===== src/sccr_pkg.sv =====
// sccr_pkg: register map, field layouts and serial-frame constants
// assumes: byte-wide registers behind a 16-bit-header serial port
package sccr_pkg;

    localparam int ADDR_W = 15;
    localparam int DATA_W = 8;
    localparam int POS_W  = 24;
    localparam int SAMP_W = 12;
    localparam int SEL_W  = 4;
    localparam int HIST_W = 24;

    // register byte addresses
    localparam logic [ADDR_W-1:0] ADDR_ALIGN_REF_CONTROL   = 15'h0029;
    localparam logic [ADDR_W-1:0] ADDR_CLOCK_INPUT_OPTIONS = 15'h002A;
    localparam logic [ADDR_W-1:0] ADDR_SAMPLE_CLOCK_TUNING = 15'h002B;
    localparam logic [ADDR_W-1:0] ADDR_ALIGN_POS_BYTE0     = 15'h002C;
    localparam logic [ADDR_W-1:0] ADDR_ALIGN_POS_BYTE1     = 15'h002D;
    localparam logic [ADDR_W-1:0] ADDR_ALIGN_POS_BYTE2     = 15'h002E;

    // reset values and the value read from unmapped addresses
    localparam logic [DATA_W-1:0] RST_ALIGN_REF_CONTROL   = 8'h00;
    localparam logic [DATA_W-1:0] RST_CLOCK_INPUT_OPTIONS = 8'h00;
    localparam logic [DATA_W-1:0] RST_SAMPLE_CLOCK_TUNING = 8'h11;
    localparam logic [POS_W-1:0]  RST_ALIGN_EDGE_POSITION = 24'h00_0000;
    localparam logic [DATA_W-1:0] READ_UNMAPPED           = 8'h00;

    // serial frame: 1 read flag, 15 address bits, then data bytes
    localparam logic [4:0] HDR_BITS  = 5'd16;
    localparam logic [3:0] BYTE_BITS = 4'd8;
    localparam logic [3:0] BYTE_ZERO = 4'd0;
    localparam logic [4:0] HDR_ZERO  = 5'd0;
    localparam int         RD_FLAG   = 15;

    // pin synchroniser bit order {sysref, sdi, sclk, cs_b}
    localparam int         PIN_W     = 4;
    localparam int         PIN_CS_B  = 0;
    localparam int         PIN_SCLK  = 1;
    localparam int         PIN_SDI   = 2;
    localparam int         PIN_ALIGN = 3;
    localparam logic [3:0] PIN_RST   = 4'h1;

    typedef struct packed {
        logic             reserved7;
        logic             align_processor_enable;
        logic             align_receiver_enable;
        logic             window_zoom;
        logic [SEL_W-1:0] align_delay_select;
    } sccr_align_ref_control_t;

    typedef struct packed {
        logic [3:0] reserved;
        logic       align_as_timestamp_enable;
        logic       devclock_dc_input_mode;
        logic       align_dc_input_mode;
        logic       align_polarity_invert;
    } sccr_clock_input_options_t;

    typedef struct packed {
        logic [2:0] reserved;
        logic       feedback_gain_high;
        logic       reserved3;
        logic       supply_noise_suppress;
        logic [1:0] sample_clock_delay;
    } sccr_sample_clock_tuning_t;

    typedef struct packed {
        logic                    devclock_dc_input_mode;
        logic                    align_dc_input_mode;
        logic                    align_receiver_enable;
        logic                    supply_noise_suppress;
        logic                    feedback_gain_high;
        logic [1:0]              sample_clock_delay;
    } sccr_analog_ctrl_t;

    typedef enum logic [2:0] {
        SER_IDLE = 3'b001,
        SER_HDR  = 3'b010,
        SER_DATA = 3'b100
    } sccr_ser_state_t;

endpackage


===== src/sccr_edge_detector.sv =====
// sccr_edge_detector: alignment-edge history, position capture, delay tap
// assumes: i_align is already synchronised and polarity corrected
`timescale 1ns/10ps
module sccr_edge_detector
    import sccr_pkg::*;
(
    input  wire logic                      i_clk,
    input  wire logic                      i_rst_b,
    input  wire logic                      i_align,
    input  wire logic                      i_receiver_enable,
    input  wire logic                      i_zoom,
    input  wire logic [sccr_pkg::SEL_W-1:0] i_delay_select,
    output logic      [sccr_pkg::POS_W-1:0] o_position,
    output logic                           o_align_delayed
);
    logic [HIST_W-1:0] history;
    logic [HIST_W-1:0] next_history;
    logic              phase;
    logic              next_phase;
    logic              align_q;
    logic [POS_W-1:0]  next_position;
    logic              next_align_delayed;

    always_comb begin
        next_phase         = ~phase;
        next_history       = history;
        next_position      = o_position;
        // zoom: one tap per clock, otherwise one tap per two clocks
        if (i_zoom || phase) begin
            next_history = {history[HIST_W-2:0], i_align};
        end
        // capture where the edge sits in the tap history
        if (i_receiver_enable && i_align && !align_q) begin
            next_position = history;
        end
        next_align_delayed = history[i_delay_select];
    end

    always_ff @(posedge i_clk or negedge i_rst_b) begin
        if (!i_rst_b) begin
            history         <= '0;
            phase           <= 1'b0;
            align_q         <= 1'b0;
            o_position      <= RST_ALIGN_EDGE_POSITION;
            o_align_delayed <= 1'b0;
        end else begin
            history         <= next_history;
            phase           <= next_phase;
            align_q         <= i_align;
            o_position      <= next_position;
            o_align_delayed <= next_align_delayed;
        end
    end
endmodule


===== src/sccr_regs.sv =====
// sccr_regs: alignment-reference clock-control register bank
// serial register port, control outputs, edge position status,
// alignment event output and timestamp insertion on sample LSB.
// assumes: serial clock well below i_clk/4; pins are asynchronous.
`timescale 1ns/10ps
module sccr_regs
    import sccr_pkg::*;
(
    input  wire logic                        i_clk,
    input  wire logic                        i_rst_b,
    input  wire logic                        i_soft_reset,
    input  wire logic                        i_cs_b,
    input  wire logic                        i_sclk,
    input  wire logic                        i_sdi,
    output logic                             o_sdo,
    output logic                             o_sdo_oe,
    input  wire logic                        i_sysref,
    input  wire logic                        i_global_timestamp_enable,
    input  wire logic                        i_decimation_is_one,
    input  wire logic [sccr_pkg::SAMP_W-1:0] i_sample,
    output logic      [sccr_pkg::SAMP_W-1:0] o_sample,
    output sccr_pkg::sccr_analog_ctrl_t      o_analog_ctrl,
    output logic                             o_window_zoom,
    output logic      [sccr_pkg::SEL_W-1:0]  o_align_delay_select,
    output logic                             o_align_event
);
    import sccr_pkg::*;

    // pin synchronisers
    logic [PIN_W-1:0] pins_s;
    logic             sclk_q;

    sccr_sync #(
        .WIDTH     (PIN_W),
        .RESET_VAL (PIN_RST)
    ) u_pin_sync (
        .i_clk   (i_clk),
        .i_rst_b (i_rst_b),
        .i_async ({i_sysref, i_sdi, i_sclk, i_cs_b}),
        .o_sync  (pins_s)
    );

    logic cs_b_s;
    logic sclk_rise;
    logic sclk_fall;
    logic sdi_s;
    logic sysref_s;

    assign cs_b_s    = pins_s[PIN_CS_B];
    assign sdi_s     = pins_s[PIN_SDI];
    assign sysref_s  = pins_s[PIN_ALIGN];
    assign sclk_rise = pins_s[PIN_SCLK] & ~sclk_q;
    assign sclk_fall = ~pins_s[PIN_SCLK] & sclk_q;

    // register state
    sccr_align_ref_control_t   ctrl0;
    sccr_clock_input_options_t ctrl1;
    sccr_sample_clock_tuning_t ctrl2;
    sccr_align_ref_control_t   next_ctrl0;
    sccr_clock_input_options_t next_ctrl1;
    sccr_sample_clock_tuning_t next_ctrl2;
    logic [POS_W-1:0]          position;

    // serial engine state
    sccr_ser_state_t   state;
    sccr_ser_state_t   next_state;
    logic [4:0]        hdr_cnt;
    logic [4:0]        next_hdr_cnt;
    logic [3:0]        bit_cnt;
    logic [3:0]        next_bit_cnt;
    logic [ADDR_W:0]   hdr;
    logic [ADDR_W:0]   next_hdr;
    logic [ADDR_W-1:0] addr;
    logic [ADDR_W-1:0] next_addr;
    logic              rd;
    logic              next_rd;
    logic [DATA_W-1:0] rx;
    logic [DATA_W-1:0] next_rx;
    logic [DATA_W-1:0] tx;
    logic [DATA_W-1:0] next_tx;
    logic [DATA_W-1:0] wr_byte;
    logic              wr_en;

    // read mux
    function automatic logic [DATA_W-1:0] read_byte(
        input logic [ADDR_W-1:0] a
    );
        logic [DATA_W-1:0] v;
        v = READ_UNMAPPED;
        case (a)
            ADDR_ALIGN_REF_CONTROL:   v = ctrl0;
            ADDR_CLOCK_INPUT_OPTIONS: v = ctrl1;
            ADDR_SAMPLE_CLOCK_TUNING: v = ctrl2;
            ADDR_ALIGN_POS_BYTE0:     v = position[7:0];
            ADDR_ALIGN_POS_BYTE1:     v = position[15:8];
            ADDR_ALIGN_POS_BYTE2:     v = position[23:16];
            default:                  v = READ_UNMAPPED;
        endcase
        return v;
    endfunction

    always_comb begin
        next_state   = state;
        next_hdr_cnt = hdr_cnt;
        next_bit_cnt = bit_cnt;
        next_hdr     = hdr;
        next_addr    = addr;
        next_rd      = rd;
        next_rx      = rx;
        next_tx      = tx;
        wr_en        = 1'b0;
        wr_byte      = {rx[DATA_W-2:0], sdi_s};
        if (cs_b_s) begin
            next_state   = SER_IDLE;
            next_hdr_cnt = HDR_ZERO;
            next_bit_cnt = BYTE_ZERO;
        end else begin
            case (state)
                SER_IDLE: begin
                    next_state   = SER_HDR;
                    next_hdr_cnt = HDR_ZERO;
                end
                SER_HDR: begin
                    if (sclk_rise) begin
                        next_hdr     = {hdr[ADDR_W-1:0], sdi_s};
                        next_hdr_cnt = hdr_cnt + 5'd1;
                        if (next_hdr_cnt == HDR_BITS) begin
                            next_state   = SER_DATA;
                            next_rd      = next_hdr[RD_FLAG];
                            next_addr    = next_hdr[ADDR_W-1:0];
                            next_tx      = read_byte(next_hdr[ADDR_W-1:0]);
                            next_bit_cnt = BYTE_ZERO;
                        end
                    end
                end
                SER_DATA: begin
                    if (sclk_rise) begin
                        next_rx      = wr_byte;
                        next_bit_cnt = bit_cnt + 4'd1;
                        if (next_bit_cnt == BYTE_BITS) begin
                            wr_en        = ~rd;
                            next_addr    = addr + 15'h0001;
                            next_bit_cnt = BYTE_ZERO;
                        end
                    end else if (sclk_fall) begin
                        // last bit of a byte stands until the fall,
                        // then the next streamed byte is loaded
                        if (bit_cnt == BYTE_ZERO) begin
                            next_tx = read_byte(addr);
                        end else begin
                            next_tx = {tx[DATA_W-2:0], 1'b0};
                        end
                    end
                end
                default: next_state = SER_IDLE;
            endcase
        end
    end

    always_comb begin
        next_ctrl0 = ctrl0;
        next_ctrl1 = ctrl1;
        next_ctrl2 = ctrl2;
        if (i_soft_reset) begin
            // reset values for all three registers
            next_ctrl0 = RST_ALIGN_REF_CONTROL;
            next_ctrl2 = RST_SAMPLE_CLOCK_TUNING;
            next_ctrl1 = RST_CLOCK_INPUT_OPTIONS;
        end else if (wr_en) begin
            case (addr)
                ADDR_ALIGN_REF_CONTROL:   next_ctrl0 = wr_byte;
                ADDR_CLOCK_INPUT_OPTIONS: next_ctrl1 = wr_byte;
                ADDR_SAMPLE_CLOCK_TUNING: next_ctrl2 = wr_byte;
                default:                  next_ctrl0 = ctrl0;
            endcase
        end
    end

    always_ff @(posedge i_clk or negedge i_rst_b) begin
        if (!i_rst_b) begin
            sclk_q  <= 1'b0;
            state   <= SER_IDLE;
            hdr_cnt <= HDR_ZERO;
            bit_cnt <= BYTE_ZERO;
            hdr     <= '0;
            addr    <= '0;
            rd      <= 1'b0;
            rx      <= '0;
            tx      <= '0;
            ctrl0   <= RST_ALIGN_REF_CONTROL;
            ctrl1   <= RST_CLOCK_INPUT_OPTIONS;
            ctrl2   <= RST_SAMPLE_CLOCK_TUNING;
        end else begin
            sclk_q  <= pins_s[PIN_SCLK];
            state   <= next_state;
            hdr_cnt <= next_hdr_cnt;
            bit_cnt <= next_bit_cnt;
            hdr     <= next_hdr;
            addr    <= next_addr;
            rd      <= next_rd;
            rx      <= next_rx;
            tx      <= next_tx;
            ctrl0   <= next_ctrl0;
            ctrl1   <= next_ctrl1;
            ctrl2   <= next_ctrl2;
        end
    end

    // serial read data, driven only during read data phase
    assign o_sdo    = tx[DATA_W-1];
    assign o_sdo_oe = ~cs_b_s & rd & (state == SER_DATA);

    // alignment input path
    logic align_in;
    logic align_delayed;
    logic align_delayed_q;
    logic next_align_event;
    logic ts_active;
    logic [SAMP_W-1:0] next_sample;

    assign align_in = (sysref_s & ctrl0.align_receiver_enable) ^ ctrl1.align_polarity_invert;

    sccr_edge_detector u_edge_detector (
        .i_clk             (i_clk),
        .i_rst_b           (i_rst_b),
        .i_align           (align_in),
        .i_receiver_enable (ctrl0.align_receiver_enable),
        .i_zoom            (ctrl0.window_zoom),
        .i_delay_select    (ctrl0.align_delay_select),
        .o_position        (position),
        .o_align_delayed   (align_delayed)
    );

    always_comb begin
        next_align_event = ctrl0.align_processor_enable & align_delayed & ~align_delayed_q;
        ts_active   = ctrl1.align_as_timestamp_enable & i_global_timestamp_enable
                    & i_decimation_is_one;
        next_sample = ts_active ? {i_sample[SAMP_W-1:1], align_in} : i_sample;
    end

    always_ff @(posedge i_clk or negedge i_rst_b) begin
        if (!i_rst_b) begin
            align_delayed_q <= 1'b0;
            o_align_event   <= 1'b0;
            o_sample        <= '0;
        end else begin
            align_delayed_q <= align_delayed;
            o_align_event   <= next_align_event;
            o_sample        <= next_sample;
        end
    end

    always_comb begin
        o_analog_ctrl.devclock_dc_input_mode = ctrl1.devclock_dc_input_mode;
        o_analog_ctrl.align_dc_input_mode    = ctrl1.align_dc_input_mode;
        o_analog_ctrl.align_receiver_enable  = ctrl0.align_receiver_enable;
        o_analog_ctrl.supply_noise_suppress  = ctrl2.supply_noise_suppress;
        o_analog_ctrl.feedback_gain_high     = ctrl2.feedback_gain_high;
        o_analog_ctrl.sample_clock_delay     = ctrl2.sample_clock_delay;
        o_window_zoom                        = ctrl0.window_zoom;
        o_align_delay_select                 = ctrl0.align_delay_select;
    end
endmodule


===== src/sccr_sync.sv =====
// sccr_sync: two-flop synchroniser for a group of pin inputs
// assumes: inputs are asynchronous to i_clk
`timescale 1ns/10ps
module sccr_sync #(
    parameter int                WIDTH     = 4,
    parameter logic [WIDTH-1:0]  RESET_VAL = '0
) (
    input  wire logic             i_clk,
    input  wire logic             i_rst_b,
    input  wire logic [WIDTH-1:0] i_async,
    output logic      [WIDTH-1:0] o_sync
);
    logic [WIDTH-1:0] meta;

    always_ff @(posedge i_clk or negedge i_rst_b) begin
        if (!i_rst_b) begin
            meta   <= RESET_VAL;
            o_sync <= RESET_VAL;
        end else begin
            meta   <= i_async;
            o_sync <= meta;
        end
    end
endmodule


===== config.mk =====
export PLATFORM = sky130hd
export DESIGN_NAME = sccr_regs
export DESIGN_NICKNAME = d
export VERILOG_FILES = /design/src/sccr_pkg.sv /design/src/sccr_edge_detector.sv /design/src/sccr_regs.sv /design/src/sccr_sync.sv
export SDC_FILE = /design/constraint.sdc
export NUM_CORES = 1
export LEC_CHECK = 0
export ABC_AREA = 0
export BUFFER_PORTS_ARGS = -buffer_cell sky130_fd_sc_hd__buf_2
export CAP_MARGIN = 20
export CORE_UTILIZATION = 55
export CTS_CLUSTER_DIAMETER = 120
export DETAILED_ROUTE_END_ITERATION = 10
export PLACE_DENSITY_LB_ADDON = 0.15
export SETUP_SLACK_MARGIN = 0.02
export SYNTH_ARGS = -nofsm -noshare
export SYNTH_HDL_FRONTEND = slang
export SYNTH_SLANG_ARGS = --single-unit

===== constraint.sdc =====
create_clock -name i_clk -period 2.1 [get_ports i_clk]
set_clock_uncertainty 0.2 [all_clocks]
set_input_delay 0 -clock i_clk [delete_from_list [all_inputs] [get_ports i_clk]]
set_output_delay 0 -clock i_clk [all_outputs]
set_load 0.02 [all_outputs]

==> metrics.csv, run 1 <==
metric,value,unit
port_buffers,47,
routed_wl,21200,µm
layout.area.seq,3913,µm²
power.leakage,4.715,nW
grt_max_degree,61,
clock-sinks,156,
place_ws,-0.1664,ns
start_util,56.73,%
syn_avg_cell_area,11.50,µm²
gr-total-overflow,0,
grt_pass1_vias,6410,
final_common_cell,dfrtp_1,
fillers,891,
hold_viol_final,0,
ys_seq_elements,156,
ys_warn_count,0,
gr-usage-met1,36.91,%
end_kind,register,
hold_ws,0.006562,ns
routedWlPerCell,21.35,µm
dp_cells,921,
die_w,119.1,µm
core_area,13300,µm²
min_period,2.164,ns
maxSlewViolCount,0,
grt_use_met2,53.71,%
violations,setup timing,
clk_path_buf_depth,2,
clk_latency,0.44,ns
core.rowCount,42,
viasPerCell,6.222,
mappedNetlistArea,7542,µm²
postRouteAntennaNets,0,
die_area,14190,µm²
antenna_found_initial,0,
synth.top_cell.area_share,50.10,%
report.final.setup_viol,18,
max_freq,462.2,MHz
required,2.22,ns
synth_edf_count,0,
grtUsageTotal,31.07,%
yosys.area.top_type,dfrtp_1,
dr.first_iter.drc_count,610,
drcViolationCount,0,
crit_path_max_fanout,5,
top_usage_layer,met2,
layout_common_cells,"dfrtp_1, buf_4, mux2_2, nor2_1, buf_2",
power_density,641.3,nW/µm²
diodes,0,
cp.arrival,2.28,ns
ys_seq_area_share,51.84,%
cts-buffers-inserted,17,
maxCapViolations,0,
peakVddDrop,0.5199,mV
relSlewSlack,66.16,%
syn_nets,685,
rsz0062_at_grt,true,
die_y,119.1,µm
hpwl,13910,µm
cts_tree,built,
start_kind,register,
total_power,6.392,mW
worst_pin_slew,0.5075,ns
nNetsFinal,833,
drive_gt1_share,41.98,%
multi_input_area,3829,µm²
final_cells,993,
post-route-period-util,103.0,%
cts_root_buf,clkbuf_16,
grt_pass1_wl,33380,µm
hp-class,primary input to register,
path_class,register to register,
htreeDepth,4,
synth-main-ff-cell,dfrtp_1,
drtPass1Iterations,5,
setup_slack,-0.06364,ns
synthCells,656,
vias,6178,
gp_congestion,0.9719,
async_flop_share,100.0,%
grt.met3_usage,4.598,%
clkTransAtPathRegs,0.06,ns
status,finished with violations,
synth_area_leaders,"dfrtp_1, mux2_2, mux2i_1, nor2_1, o21ai_0",
synth_cell_types,73,
area_growth,32.15,%
num_io_pins,48,
[metrics by stage]
| step | setup TNS, ns | util (%) | instance area (µm²) |
|---|---|---|---|
| 3_5_place_dp | -3.932 | 64.05 | 8516 |
| 5_1_grt | -3.693 | 74.97 | 9967 |
| 4_1_cts | -0.1435 | 73.05 | 9712 |
| 6_report | -0.3874 | 74.97 | 9967 |
| 3_3_place_gp | -2.740 | 64.05 | 8516 |
| 2_1_floorplan | 0 | - | 7564 |
[final timing paths]
kind,start,to,slack (ns),cells past startpoint
max,bit_cnt[0],addr[0],-0.06,8
min,i_sample[3],o_sample[3],0.007,2
max reg2reg,bit_cnt[0],addr[0],-0.06,8
min reg2reg,u_pin_sync.meta[3],u_pin_sync.o_sync[3],0.15,0
max in group asynchronous,i_rst_b,o_analog_ctrl[2],0.61,4
min in group asynchronous,i_rst_b,o_sample[4],0.41,3
[cell families (layout without fill, tap and decap cells)]
family / Yosys count / count (layout) / share of synthesized area, %
DFF: 156 / 156 / 51.84
and+or+nand+nor: 179 / 181 / 13.29
buffers and inverters: 56 / 214 / 3.650
muxes: 108 / 108 / 16.32
xor gates and xnor gates: 3 / 3 / 0.3484
adders and majority gates: 8 / 8 / 1.327
AOI/OAI and AO/OA: 146 / 147 / 13.22
[flip-flops by register name (all words and copies together), names as in the netlist, 2 cells and up]
register                    cells
addr                           15
ctrl0                           2
o_align_delay_select            4
rx                              7
u_edge_detector.history        24
o_analog_ctrl                   7
u_pin_sync.meta                 4
ctrl1                           6
u_edge_detector.o_position     24
ctrl2                           4
hdr                            15
tx                              8
hdr_cnt                         5
state                           3
u_pin_sync.o_sync               4
o_sample                       12
bit_cnt                         4
[timing repair]
action                                  in CTS  in global routing
endpoints found under the hold margin      194                  0
endpoints found under the setup margin      50                 53
pin swaps                                   29                 34
setup buffers                                9                  3
gates cloned                                 2                  1
hold buffers                                25                  0
resized for setup                           63                 52
[synth_stat cells, drive strengths merged, types with 2 or more instances]
| cell | instances |
|---|---|
| nand2 | 46 |
| nor3b | 4 |
| buf | 26 |
| a21oi | 28 |
| nand2b | 5 |
| clkbuf | 20 |
| a222oi | 6 |
| mux2i | 33 |
| o31ai | 3 |
| nor2 | 53 |
| a31o | 2 |
| a31oi | 15 |
| inv | 10 |
| nor4b | 5 |
| a2bb2oi | 2 |
| and3 | 7 |
| nor3 | 10 |
| mux4 | 5 |
| mux2 | 70 |
| dfstp | 5 |
| a211oi | 2 |
| a22oi | 4 |
| or2 | 2 |
| a221oi | 14 |
| nor4 | 5 |
| a211o | 8 |
| nand4 | 9 |
| ha | 8 |
| dfrtp | 151 |
| o22ai | 5 |
| nand3 | 14 |
| nor2b | 6 |
| a41o | 6 |
| and4 | 2 |
| xor2 | 2 |
| o21ai | 37 |
| a2111oi | 2 |
| nand4b | 2 |
| and2 | 5 |
| a32oi | 2 |
| nand3b | 2 |
[critical path: stages, from the launching register on]
cell and delay (ns):
dfrtp_1 0.42, ha_4 0.19, nor3b_2 0.15, a21o_1 0.20
buf_6 0.14, a31oi_4 0.33, nor2_4 0.08, buf_6 0.13
a31o_4 0.20
[report_power, final]
part	internal, mW	switching [mW]	total, mW	leakage, nW
sequential	3.05	0.0329	3.08	2.11
clock	1.74	1.27	3.01	0.280
combinational	0.123	0.179	0.302	2.33
total	4.91	1.49	6.39	4.71
[cell type report]
cell class | instances | area share, %
clock inverters | 11 | 1.080
flip-flops and latches | 156 | 39.25
repair buffers | 172 | 13.95
well taps | 176 | 2.209
inverters | 10 | 0.3766
multi-input cells | 447 | 38.41
clock buffers | 21 | 4.720
[metal layers]
layer	wire, µm	share of wire [%]
met1	8225	39
met2	10850	51
met3	1064	5.0
met4	1062	5.0
met5	0	0
(Power assumes the default switching activity.)
==> run 2: changes to the inputs <==
--- a/config.mk
+++ b/config.mk
@@ -8,7 +8,7 @@
 export ABC_AREA = 0
 export BUFFER_PORTS_ARGS = -buffer_cell sky130_fd_sc_hd__buf_2
 export CAP_MARGIN = 20
-export CORE_UTILIZATION = 55
+export CORE_UTILIZATION = 58
 export CTS_CLUSTER_DIAMETER = 120
 export DETAILED_ROUTE_END_ITERATION = 10
 export PLACE_DENSITY_LB_ADDON = 0.15
==> constraint.sdc (replaced) <==
create_clock -name i_clk -period 2.5 [get_ports i_clk]
set_clock_uncertainty 0.2 [all_clocks]
set_input_delay 0 -clock i_clk [delete_from_list [all_inputs] [get_ports i_clk]]
set_output_delay 0 -clock i_clk [all_outputs]
set_load 0.02 [all_outputs]
==> metrics.csv, run 2 (synthesis results as in run 1) <==
metric,value,unit
status,completed,
path_class,register to register,
grt_pass1_vias,5720,
final_cells,918,
port_buffers,47,
post-route-period-util,93.22,%
core_area,12670,µm²
diodes,0,
num_io_pins,48,
power.leakage,4.260,nW
gp_congestion,0.9268,
reg_top3,"u_edge_detector.history: 24 flops, u_edge_detector.o_position: 24 flops",
worst_pin_slew,0.5946,ns
hold_viol_final,0,
slowest_delay,0.43,ns
drcViolationCount,0,
cts_tree,built,
dp_cells,861,
relSlewSlack,60.36,%
vias,5792,
fillers,931,
final_common_cell,dfrtp_1,
grt_pass1_wl,30210,µm
place_ws,0.09244,ns
maxCapViolations,0,
fin_util,70.01,%
drive_gt1_share,28.55,%
crit_chain,ha_2 > or2_2 > o21ai_0 > a21o_1 > a31oi_4 > a2111oi_0 > o21ai_0,
required,2.59,ns
start_util,59.52,%
report.final.setup_viol,0,
antenna_found_initial,0,
viasPerCell,6.309,
clkTransAtPathRegs,0.06,ns
grt_max_degree,66,
routedWlPerCell,20.48,µm
postRouteAntennaNets,0,
drtPass1Iterations,6,
start_kind,register,
hp-class,primary input to register,
clock-sinks,156,
routed_wl,18800,µm
clk_path_buf_depth,2,
cts-buffers-inserted,17,
setup_slack,0.1695,ns
cp.arrival,2.42,ns
cpMaxStageDelayCell,dfrtp_1,
min_period,2.331,ns
max_freq,429.1,MHz
power_density,603.9,nW/µm²
die_w,116.0,µm
crit_buf_inv,0,
clk_latency,0.43,ns
layout_common_cells,"dfrtp_1, mux2_2, nor2_1, buf_2, nand2_1",
peakVddDrop,0.7312,mV
core.rowCount,41,
area_growth,17.62,%
gr-total-overflow,0,
crit_path_max_fanout,9,
die_y,116.0,µm
crit_path_frequent_cell,o21ai_0,
die_area,13460,µm²
critPathTopFamily,compound AO/OA/AOI/OAI gates,
htreeDepth,4,
grtUsageTotal,30.39,%
cts_root_buf,clkbuf_16,
nNetsFinal,762,
dr.first_iter.drc_count,522,
end_kind,register,
maxSlewViolCount,0,
hpwl,12920,µm
run 2: cell count changes in the layout (fill, tap and decap cells not counted), moves of 10 or more:
cell      change
o21ai_0      +10
buf_4        -47
a221oi_2     -10
a221oi_1     +11
buf_6        -14
run 2: area by class of cell:
cell class / count / area, µm² / share of cell area (%)
multi-input cells: 444 / 3376 / 38.05
clock inverters: 10 / 103.9 / 1.171
flip-flops and latches: 156 / 3910 / 44.08
clock buffers: 22 / 484.2 / 5.458
well taps: 172 / 215.2 / 2.426
repair buffers: 104 / 744.5 / 8.392
inverters: 10 / 37.54 / 0.4231
run 2: path summary, 6_finish.rpt:
kind / start / end / slack [ns] / cells after the start
worst min register to register: u_pin_sync.meta[2] / u_pin_sync.o_sync[2] / 0.16 / 0
worst max-delay path: bit_cnt[1] / addr[2] / 0.17 / 7
max in group asynchronous: i_rst_b / hdr[0] / 0.83 / 4
worst max register to register: bit_cnt[1] / addr[2] / 0.17 / 7
worst min-delay path: i_sample[1] / o_sample[1] / 0.01 / 2
min in group asynchronous: i_rst_b / hdr_cnt[0] / 0.47 / 3
run 2: where the power goes:
group / total [mW] / internal, mW / leakage, nW / switching (mW)
sequential: 2.60 / 2.56 / 2.11 / 0.0381
combinational: 0.208 / 0.0865 / 1.86 / 0.121
clock: 2.55 / 1.49 / 0.288 / 1.06
total: 5.36 / 4.14 / 4.26 / 1.22
run 2: timing repair:
item / in CTS / in global routing
endpoints found under the setup margin: 0 / 18
hold buffers: 25 / 0
setup buffers: 0 / 0
gates resized for setup: 0 / 5
hold endpoints to repair: 193 / 0
run 2: routing by layer:
metal  wire (µm)  global-route usage (%)  share of wire [%]  vias up
li1            -                       -                  -     2591
met1        7727                   37.47                 41     2944
met2        9636                   51.87                 51      205
met3         890                   6.851                4.7       52
met4         546                   12.22                2.9        0
met5           0                       0                  0        -
run 2: metrics by stage:
step / TNS (ns) / hold slack [ns] / instance area [µm²] / power [mW]
finish: 0 / 0.01252 / 8871 / 5.357
global placement: 0 / -0.1919 / 8016 / 2.817
detailed placement: 0 / -0.1761 / 8016 / 2.824
CTS: 0 / 0.0007856 / 8855 / 5.393
floorplan: 0 / -0.4956 / 7542 / 2.709
global route: -0.01433 / 0.002571 / 8871 / 5.530
